### src/rtl/amd_pkg.sv
// constants and types shared by the accumulator move and arithmetic datapath
// Summary of operation
// - timer read stores count to word, flags kept
// - timer write loads count from word, flags kept
// - indirect read loads working register via pointer
// - indirect write stores working register via pointer
// - exchange swaps working register and memory byte
// - save writes register and flags, pointer plus two
// - restore: pointer minus two, reload register, flags
// - add immediate into working register, flags updated
// - add register and memory, operand-selected destination
// - add with carry, operand-selected destination
// - add carry alone to register or memory
// - memory minus register into working register
// - register minus memory into memory
// - subtract immediate from working register
// - subtract memory from working register
package amd_pkg;
   localparam int DATA_W = 8;
   localparam int FLG_W = 4;
   localparam int CNT_W = 16;
   localparam int FLG_Z = 0;
   localparam int FLG_C = 1;
   localparam int FLG_AC = 2;
   localparam int FLG_OV = 3;
   localparam logic [7:0] ACC_RST = 8'h00;
   localparam logic [3:0] FLG_RST = 4'h0;
   localparam logic [7:0] SP_RST = 8'h00;
   localparam logic [7:0] SP_STEP = 8'h02;
   localparam logic [7:0] BYTE_STEP = 8'h01;

   typedef enum logic [4:0] {
      OP_TRD     = 5'b00000,
      OP_TWR     = 5'b00001,
      OP_IRD     = 5'b00010,
      OP_IWR     = 5'b00011,
      OP_XCH     = 5'b00100,
      OP_PUSH    = 5'b00101,
      OP_POP     = 5'b00110,
      OP_ADD_AI  = 5'b00111,
      OP_ADD_AM  = 5'b01000,
      OP_ADD_MA  = 5'b01001,
      OP_ADDC_AM = 5'b01010,
      OP_ADDC_MA = 5'b01011,
      OP_ADDC_A  = 5'b01100,
      OP_ADDC_M  = 5'b01101,
      OP_NADD_AM = 5'b01110,
      OP_NADD_MA = 5'b01111,
      OP_SUB_AI  = 5'b10000,
      OP_SUB_AM  = 5'b10001
   } amd_op_t;

   typedef enum logic [1:0] {
      ST_IDLE = 2'b00,
      ST_RD0  = 2'b01,
      ST_RD1  = 2'b10,
      ST_WR1  = 2'b11
   } amd_state_t;
endpackage

### src/rtl/amd_datapath.sv
// execution datapath: timer moves, indirect moves, exchange, save/restore, add and subtract
module amd_datapath
   import amd_pkg::*;
(
   input wire logic clk,
   input wire logic sys_rst,
   input wire logic op_start,
   input wire amd_op_t op_code,
   input wire logic [7:0] op_addr,
   input wire logic [7:0] op_imm,
   input wire logic [15:0] timer_count,
   input wire logic [7:0] mem_rdata,
   output logic busy,
   output logic done,
   output logic [7:0] mem_addr,
   output logic mem_rd,
   output logic mem_wr,
   output logic [7:0] mem_wdata,
   output logic timer_load,
   output logic [15:0] timer_load_value,
   output logic [7:0] working_register,
   output logic [3:0] flags,
   output logic [7:0] stack_pointer
);

   typedef struct packed {
      amd_state_t st;
      logic busy;
      logic done;
      amd_op_t op;
      logic [7:0] addr;
      logic [7:0] tmp;
      logic [15:0] cnt;
      logic [7:0] acc;
      logic [3:0] flg;
      logic [7:0] sp;
      logic [7:0] mem_addr;
      logic mem_rd;
      logic mem_wr;
      logic [7:0] mem_wdata;
      logic t_load;
      logic [15:0] t_val;
   } amd_regs_t;

   amd_regs_t r_q;
   amd_regs_t r_d;
   amd_op_t cur_op;
   logic [7:0] src;
   logic [7:0] ax;
   logic [7:0] ay;
   logic acin;
   logic [11:0] alu_o;

   // flags as {ov, ac, c, z} in their field positions, result in the low byte
   function automatic logic [11:0] alu(input logic [7:0] x, input logic [7:0] y, input logic ci);
      logic [8:0] s;
      logic [4:0] h;
      logic [3:0] f;
      s = {1'b0, x} + {1'b0, y} + {8'h00, ci};
      h = {1'b0, x[3:0]} + {1'b0, y[3:0]} + {4'h0, ci};
      f = 4'h0;
      f[FLG_Z] = (s[7:0] == 8'h00);
      f[FLG_C] = s[8];
      f[FLG_AC] = h[4];
      f[FLG_OV] = (x[7] == y[7]) && (s[7] != x[7]);
      return {f, s[7:0]};
   endfunction

   always_comb
   begin
      r_d = r_q;
      r_d.done = 1'b0;
      r_d.mem_rd = 1'b0;
      r_d.mem_wr = 1'b0;
      r_d.t_load = 1'b0;
      // immediate ops run from idle, memory ops once the byte is back
      cur_op = (r_q.st == ST_IDLE) ? op_code : r_q.op;
      src = (r_q.st == ST_IDLE) ? op_imm : mem_rdata;
      ax = r_q.acc;
      ay = src;
      acin = 1'b0;
      case (cur_op)
         OP_ADDC_AM, OP_ADDC_MA: acin = r_q.flg[FLG_C];
         OP_ADDC_A:
         begin
            ay = 8'h00;
            acin = r_q.flg[FLG_C];
         end
         OP_ADDC_M:
         begin
            ax = src;
            ay = 8'h00;
            acin = r_q.flg[FLG_C];
         end
         OP_NADD_AM:
         begin
            ax = src;
            ay = ~r_q.acc;
            acin = 1'b1;
         end
         OP_NADD_MA, OP_SUB_AM, OP_SUB_AI:
         begin
            ay = ~src;
            acin = 1'b1;
         end
         default: acin = 1'b0;
      endcase
      alu_o = alu(ax, ay, acin);
      case (r_q.st)
         ST_IDLE:
         begin
            if (op_start)
            begin
               r_d.op = op_code;
               r_d.addr = op_addr;
               r_d.cnt = timer_count;
               r_d.busy = 1'b1;
               case (op_code)
                  OP_ADD_AI, OP_SUB_AI, OP_ADDC_A:
                  begin
                     r_d.acc = alu_o[7:0];
                     r_d.flg = alu_o[11:8];
                     r_d.busy = 1'b0;
                     r_d.done = 1'b1;
                  end
                  OP_TRD:
                  begin
                     // count is latched so both bytes come from one sample
                     r_d.mem_wr = 1'b1;
                     r_d.mem_addr = op_addr;
                     r_d.mem_wdata = timer_count[7:0];
                     r_d.st = ST_WR1;
                  end
                  OP_PUSH:
                  begin
                     r_d.mem_wr = 1'b1;
                     r_d.mem_addr = r_q.sp;
                     r_d.mem_wdata = r_q.acc;
                     r_d.st = ST_WR1;
                  end
                  OP_POP:
                  begin
                     r_d.sp = r_q.sp - SP_STEP;
                     r_d.mem_rd = 1'b1;
                     r_d.mem_addr = r_q.sp - SP_STEP;
                     r_d.st = ST_RD0;
                  end
                  OP_TWR, OP_IRD, OP_IWR, OP_XCH, OP_ADD_AM, OP_ADD_MA, OP_ADDC_AM, OP_ADDC_MA,
                  OP_ADDC_M, OP_NADD_AM, OP_NADD_MA, OP_SUB_AM:
                  begin
                     r_d.mem_rd = 1'b1;
                     r_d.mem_addr = op_addr;
                     r_d.st = ST_RD0;
                  end
                  default:
                  begin
                     r_d.busy = 1'b0;
                     r_d.done = 1'b1;
                  end
               endcase
            end
         end
         ST_RD0:
         begin
            r_d.st = ST_IDLE;
            r_d.busy = 1'b0;
            r_d.done = 1'b1;
            case (r_q.op)
               OP_ADD_AM, OP_ADDC_AM, OP_NADD_AM, OP_SUB_AM:
               begin
                  r_d.acc = alu_o[7:0];
                  r_d.flg = alu_o[11:8];
               end
               OP_ADD_MA, OP_ADDC_MA, OP_ADDC_M, OP_NADD_MA:
               begin
                  r_d.flg = alu_o[11:8];
                  r_d.mem_wr = 1'b1;
                  r_d.mem_addr = r_q.addr;
                  r_d.mem_wdata = alu_o[7:0];
               end
               OP_XCH:
               begin
                  r_d.mem_wr = 1'b1;
                  r_d.mem_addr = r_q.addr;
                  r_d.mem_wdata = r_q.acc;
                  r_d.acc = mem_rdata;
               end
               OP_TWR:
               begin
                  r_d.tmp = mem_rdata;
                  r_d.mem_rd = 1'b1;
                  r_d.mem_addr = r_q.addr + BYTE_STEP;
                  r_d.st = ST_RD1;
                  r_d.busy = 1'b1;
                  r_d.done = 1'b0;
               end
               OP_IRD:
               begin
                  // only the pointer's low byte is fetched; the high byte is left to software
                  r_d.mem_rd = 1'b1;
                  r_d.mem_addr = mem_rdata;
                  r_d.st = ST_RD1;
                  r_d.busy = 1'b1;
                  r_d.done = 1'b0;
               end
               OP_IWR:
               begin
                  r_d.mem_wr = 1'b1;
                  r_d.mem_addr = mem_rdata;
                  r_d.mem_wdata = r_q.acc;
               end
               OP_POP:
               begin
                  r_d.acc = mem_rdata;
                  r_d.mem_rd = 1'b1;
                  r_d.mem_addr = r_q.sp + BYTE_STEP;
                  r_d.st = ST_RD1;
                  r_d.busy = 1'b1;
                  r_d.done = 1'b0;
               end
               default: r_d.acc = r_q.acc;
            endcase
         end
         ST_RD1:
         begin
            r_d.st = ST_IDLE;
            r_d.busy = 1'b0;
            r_d.done = 1'b1;
            case (r_q.op)
               OP_TWR:
               begin
                  r_d.t_load = 1'b1;
                  r_d.t_val = {mem_rdata, r_q.tmp};
               end
               OP_IRD: r_d.acc = mem_rdata;
               OP_POP: r_d.flg = mem_rdata[FLG_W-1:0];
               default: r_d.acc = r_q.acc;
            endcase
         end
         ST_WR1:
         begin
            r_d.st = ST_IDLE;
            r_d.busy = 1'b0;
            r_d.done = 1'b1;
            r_d.mem_wr = 1'b1;
            if (r_q.op == OP_PUSH)
            begin
               r_d.mem_addr = r_q.sp + BYTE_STEP;
               r_d.mem_wdata = {4'h0, r_q.flg};
               r_d.sp = r_q.sp + SP_STEP;
            end
            else
            begin
               r_d.mem_addr = r_q.addr + BYTE_STEP;
               r_d.mem_wdata = r_q.cnt[15:8];
            end
         end
         default: r_d.st = ST_IDLE;
      endcase
   end

   always_ff @(posedge clk)
   begin
      if (sys_rst)
      begin
         r_q <= '0;
         r_q.st <= ST_IDLE;
         r_q.op <= OP_TRD;
         r_q.acc <= ACC_RST;
         r_q.flg <= FLG_RST;
         r_q.sp <= SP_RST;
      end
      else
      begin
         r_q <= r_d;
      end
   end

   assign busy = r_q.busy;
   assign done = r_q.done;
   assign mem_addr = r_q.mem_addr;
   assign mem_rd = r_q.mem_rd;
   assign mem_wr = r_q.mem_wr;
   assign mem_wdata = r_q.mem_wdata;
   assign timer_load = r_q.t_load;
   assign timer_load_value = r_q.t_val;
   assign working_register = r_q.acc;
   assign flags = r_q.flg;
   assign stack_pointer = r_q.sp;

   // checks on the sequences above
   logic accept;
   logic [7:0] cnt_lo;
   logic [7:0] cnt_hi;
   logic [3:0] rd_flg;
   assign accept = op_start && (r_q.st == ST_IDLE);
   assign cnt_lo = timer_count[7:0];
   assign cnt_hi = timer_count[15:8];
   assign rd_flg = mem_rdata[3:0];
endmodule

### config.mk
export PLATFORM = sky130hd
export DESIGN_NAME = amd_datapath
export DESIGN_NICKNAME = d
export VERILOG_FILES = /design/src/rtl/amd_pkg.sv /design/src/rtl/amd_datapath.sv
export SDC_FILE = /design/constraint.sdc
export NUM_CORES = 1
export LEC_CHECK = 0
export ABC_AREA = 1
export BUFFER_PORTS_ARGS = -buffer_cell sky130_fd_sc_hd__buf_4
export CORE_ASPECT_RATIO = 1.4
export CORE_UTILIZATION = 58
export DETAILED_ROUTE_END_ITERATION = 16
export PLACE_DENSITY = 0.81
export SETUP_SLACK_MARGIN = 0.5
export SLEW_MARGIN = 10
export SYNTH_ARGS = -nofsm -noshare
export SYNTH_HDL_FRONTEND = slang
export SYNTH_SLANG_ARGS = --single-unit
export TNS_END_PERCENT = 100
### constraint.sdc
create_clock -name clk -period 4.4 [get_ports clk]
set_clock_uncertainty 0.15 [all_clocks]
set_input_delay 0 -clock clk [delete_from_list [all_inputs] [get_ports clk]]
set_output_delay 0 -clock clk [all_outputs]
set_load 0.01 [all_outputs]
==> flow_summary.json <==
{
  "postSynthCellCount": 1103,
  "drtIter0Drc": 630,
  "dr.max_layer_used": "met4",
  "worstSetupStartpointType": "register",
  "via_per_inst": 5.788,
  "critical_path_arrival_ns": 3.82,
  "crit_cells": 25,
  "place.detailed.hpwl_um": 16590,
  "tns_ns": 0,
  "synth_top_family_by_area": "simple AND/OR/NAND/NOR gates",
  "final_area_mm2": 0.007959,
  "drive_gt1_share_pct": 18.19,
  "number_of_antenna_violations_at_the_first_check_in_global_routing": 0,
  "cell_internal_pwr_uw": 1994,
  "clock_power_share_pct": 20.4,
  "cts-buffers-inserted": 9,
  "design.final.nets": 1242,
  "synth_area_mm2": 0.006775,
  "adder_and_majority_gate_portion_of_the_synthesized_area_pct": 3.361,
  "avgRoutedWirePerCell_um": 17.25,
  "ys_seq_elements": 87,
  "global_route_wire_length_before_repair_um": 34640,
  "ctsRootBufferMaster": "sky130_fd_sc_hd__clkbuf_16",
  "tritoncts_num_sinks": 87,
  "crit_buf_inv": 7,
  "power.switching_fraction_pct": 47.75,
  "detail-route-antenna-nets": 0,
  "netlist-cell-type-count": 48,
  "floorplan.io_pins": 105,
  "vias": 7675,
  "clock_tree_from_tritoncts": "done",
  "cp_data_required_time_ns": 4.55,
  "postSynthNetCount": 1168,
  "wirelength_met1_um": 8421,
  "hold_path.startpoint": "timer_count[1]",
  "setup_slack_ns": 0.7279,
  "final_min_period_over_clock_period_pct": 83.46,
  "synth.top_cell.area_share_pct": 25.71,
  "share_of_synthesized_area_occupied_by_flip_flops_and_latches_pct": 25.71,
  "yosys.area_share.simple_pct": 35.99,
  "report.final.setup_viol": 0,
  "grt_max_degree": 64,
  "leak_pwr_uw": 0.003773,
  "r2r-end": "flags[0]",
  "all_layer_gr_usage_pct": 37.17,
  "placed_instance_area_mm2": 0.007199,
  "power.density_mw_per_mm2": 479.4,
  "dr_wl_met3_um": 1693,
  "met2_length_um": 11080,
  "end_kind": "register",
  "clkSlewWorstSetupHoldPaths_ns": 0.07,
  "synth_ff_type": "sky130_fd_sc_hd__dfxtp_1",
  "clock_latency_ns": 0.35,
  "final_max_slew_viol_count": 0,
  "design.die.area_mm2": 0.01212,
  "worst_ir_drop_vdd_uv": 262.3,
  "std_cell_rows": 46,
  "port_buffers": 103,
  "period_minus_slack_ns": 3.672,
  "fp.dieW_um": 93.35,
  "globalplace.congestion": 0.9760,
  "globalRouteOverflowTotal": 0,
  "critPathKind": "reg -> reg",
  "timing.slew.headroom_pct": 26.30,
  "final_util_pct": 70.19,
  "clockBufferDepth": 2,
  "antenna-diode-count": 0,
  "cp-startpoint": "r_q[94]",
  "cp_common_cell": "sky130_fd_sc_hd__nand2_1",
  "post_synth.cell_area_avg_um2": 6.143,
  "run_status": "finished, final reports clean",
  "share_seq_of_total_power_pct": 27.4,
  "slew_of_the_pin_with_the_lowest_slew_margin_ns": 1.097,
  "critical_path_sink": "flags[0]",
  "grt_pass1_vias": 6924,
  "htreeDepth": 3,
  "synth.mux.area_fraction_pct": 0.1477,
  "hold_viol_final": 0,
  "floorplan.initialDensity_pct": 59.76,
  "crit_path_max_incr_delay_ns": 0.37,
  "floorplan.die.height_um": 129.9,
  "synthTopCellsByArea": "sky130_fd_sc_hd__dfxtp_1, sky130_fd_sc_hd__nand2_1, sky130_fd_sc_hd__o21ai_0, sky130_fd_sc_hd__nor2_1, sky130_fd_sc_hd__buf_4",
  "dp_slack_ns": 0.2414,
  "design.core.area_mm2": 0.01134,
  "totalWireLength_um": 22870,
  "drc": 0,
  "pwr-share-comb_pct": 52.2,
  "crit_path_top_delay_cell": "sky130_fd_sc_hd__dfxtp_4",
  "cap_violations": 0,
  "synth-compound-area-share_pct": 18.58,
  "r2r_cells": 25,
  "r2r_slack_ns": 0.73,
  "synth.yosys.warnings": 0,
  "path_max_fanout": 8,
  "post_synth_xor_area_fraction_pct": 1.034,
  "maximum_clock_rate_mhz": 272.3,
  "synth.largest_area_cell": "sky130_fd_sc_hd__dfxtp_1",
  "layout-area-overhead-vs-synth_pct": 17.47,
  "rsz0062_at_grt": "no",
  "cpLargestDelayFamily": "simple AND/OR/NAND/NOR gates",
  "regToRegStartpoint": "r_q[94]",
  "drt_pass1_iterations": 5,
  "synthArstFlopShare_pct": 0,
  "p_switching_uw": 1822,
  "hold_class": "in -> reg",
  "synth_edf_count": 0
}
[state kept, by name, indices dropped and copies added (netlist names)]
name / flops
mem_addr: 8
timer_load: 1
flags: 4
timer_load_value: 16
mem_rd: 1
done: 1
mem_wr: 1
busy: 1
r_q: 31
mem_wdata: 8
stack_pointer: 7
working_register: 8
[cells by family after synthesis]
kind of cell	after synthesis
xor+xnor	8
compound gates	235
buf+inv	206
other cells	1
simple gates	548
mux	1
fa+ha+maj	17
flops	87
[synthesized netlist by cell type, drive strengths merged, types with 7 or more instances]
| master | n |
|---|---|
| nand2 | 284 |
| o211ai | 7 |
| ha | 15 |
| xor2 | 8 |
| a21oi | 85 |
| clkbuf | 18 |
| nand3 | 91 |
| o21ai | 126 |
| inv | 115 |
| buf | 71 |
| nor2 | 150 |
| dfxtp | 87 |
| nand4 | 11 |
[placed cells by master, fill, tap and decap left out, types with 3 or more instances in the layout]
cell / instances
sky130_fd_sc_hd__a21oi_1: 84
sky130_fd_sc_hd__a22oi_1: 5
sky130_fd_sc_hd__buf_4: 115
sky130_fd_sc_hd__clkbuf_16: 9
sky130_fd_sc_hd__dfxtp_1: 85
sky130_fd_sc_hd__dlygate4sd3_1: 35
sky130_fd_sc_hd__ha_1: 14
sky130_fd_sc_hd__inv_1: 92
sky130_fd_sc_hd__inv_2: 22
sky130_fd_sc_hd__inv_6: 3
sky130_fd_sc_hd__inv_8: 3
sky130_fd_sc_hd__nand2_1: 268
sky130_fd_sc_hd__nand2_2: 13
sky130_fd_sc_hd__nand3_1: 83
sky130_fd_sc_hd__nand3_2: 6
sky130_fd_sc_hd__nand4_1: 11
sky130_fd_sc_hd__nor2_1: 132
sky130_fd_sc_hd__nor2_2: 11
sky130_fd_sc_hd__nor2_4: 6
sky130_fd_sc_hd__nor3_1: 4
sky130_fd_sc_hd__o211ai_1: 7
sky130_fd_sc_hd__o21ai_0: 104
sky130_fd_sc_hd__o21ai_1: 19
sky130_fd_sc_hd__o22ai_1: 5
sky130_fd_sc_hd__or2_2: 3
sky130_fd_sc_hd__xor2_1: 7
[worst register-to-register path, delay by kind of cell (launching register included)]
family,cells,cell delay [ns]
AOI/OAI and AO/OA,3,0.34
adders and majority gates,3,0.78
buffers and inverters,7,0.65
DFF,1,0.37
and+or+nand+nor,12,1.30
[metal layers]
layer / global-route usage [%] / vias to the layer above
met5: 0 / -
met4: 26.61 / 0
met3: 5.012 / 124
met2: 64.27 / 422
met1: 41.91 / 3457
li1: - / 3672
[what timing repair did]
item,4_1_cts,5_1_grt
endpoints found under the hold margin,64,0
hold buffers,35,0
resized for setup,3,17
setup endpoints to repair,14,16
pin swaps,1,4
buffers inserted,2,5
[worst min-delay path by stage]
| stage | to | slack (ns) | cells after the start |
|---|---|---|---|
| after global routing | mem_wdata[0] | 0.08 | 7 |
| final | mem_wdata[1] | 0.03 | 7 |
| after floorplan | timer_load_value[13] | -0.05 | 2 |
| after detailed placement | r_q[66] | 0.11 | 3 |
| after global placement | r_q[67] | 0.10 | 3 |
| after CTS | mem_wdata[1] | 0.03 | 7 |
[layout make-up]
cell class | instances | area, µm²
multi-input combinational | 810 | 4058
sequential | 87 | 1749
timing repair buffer | 152 | 1236
tap | 144 | 180.2
clock buffer | 9 | 225.2
inverter | 117 | 442.9
fill | 1003 | 3379
clock inverter | 7 | 67.56
[power by group through the flow]
stage | clock network [µW] | logic [µW] | registers [µW]
after floorplan | 0 | 1440 | 994
after global placement | 0 | 1830 | 1050
after detailed placement | 0 | 1850 | 1050
after CTS | 774 | 1910 | 1040
after global routing | 812 | 2180 | 1050
final | 777 | 1990 | 1050
[per-stage QoR]
step / power [µW] / hold WS, ns / std cells
final: 3815 / 0.03187 / 1326
after global routing: 4046 / 0.08407 / 1326
after CTS: 3726 / 0.02531 / 1321
after detailed placement: 2904 / 0.1109 / 1268
after global placement: 2885 / 0.1032 / 1268
after floorplan: 2433 / -0.04687 / 1103
No activity file was read; power rests on OpenSTA's default activity.
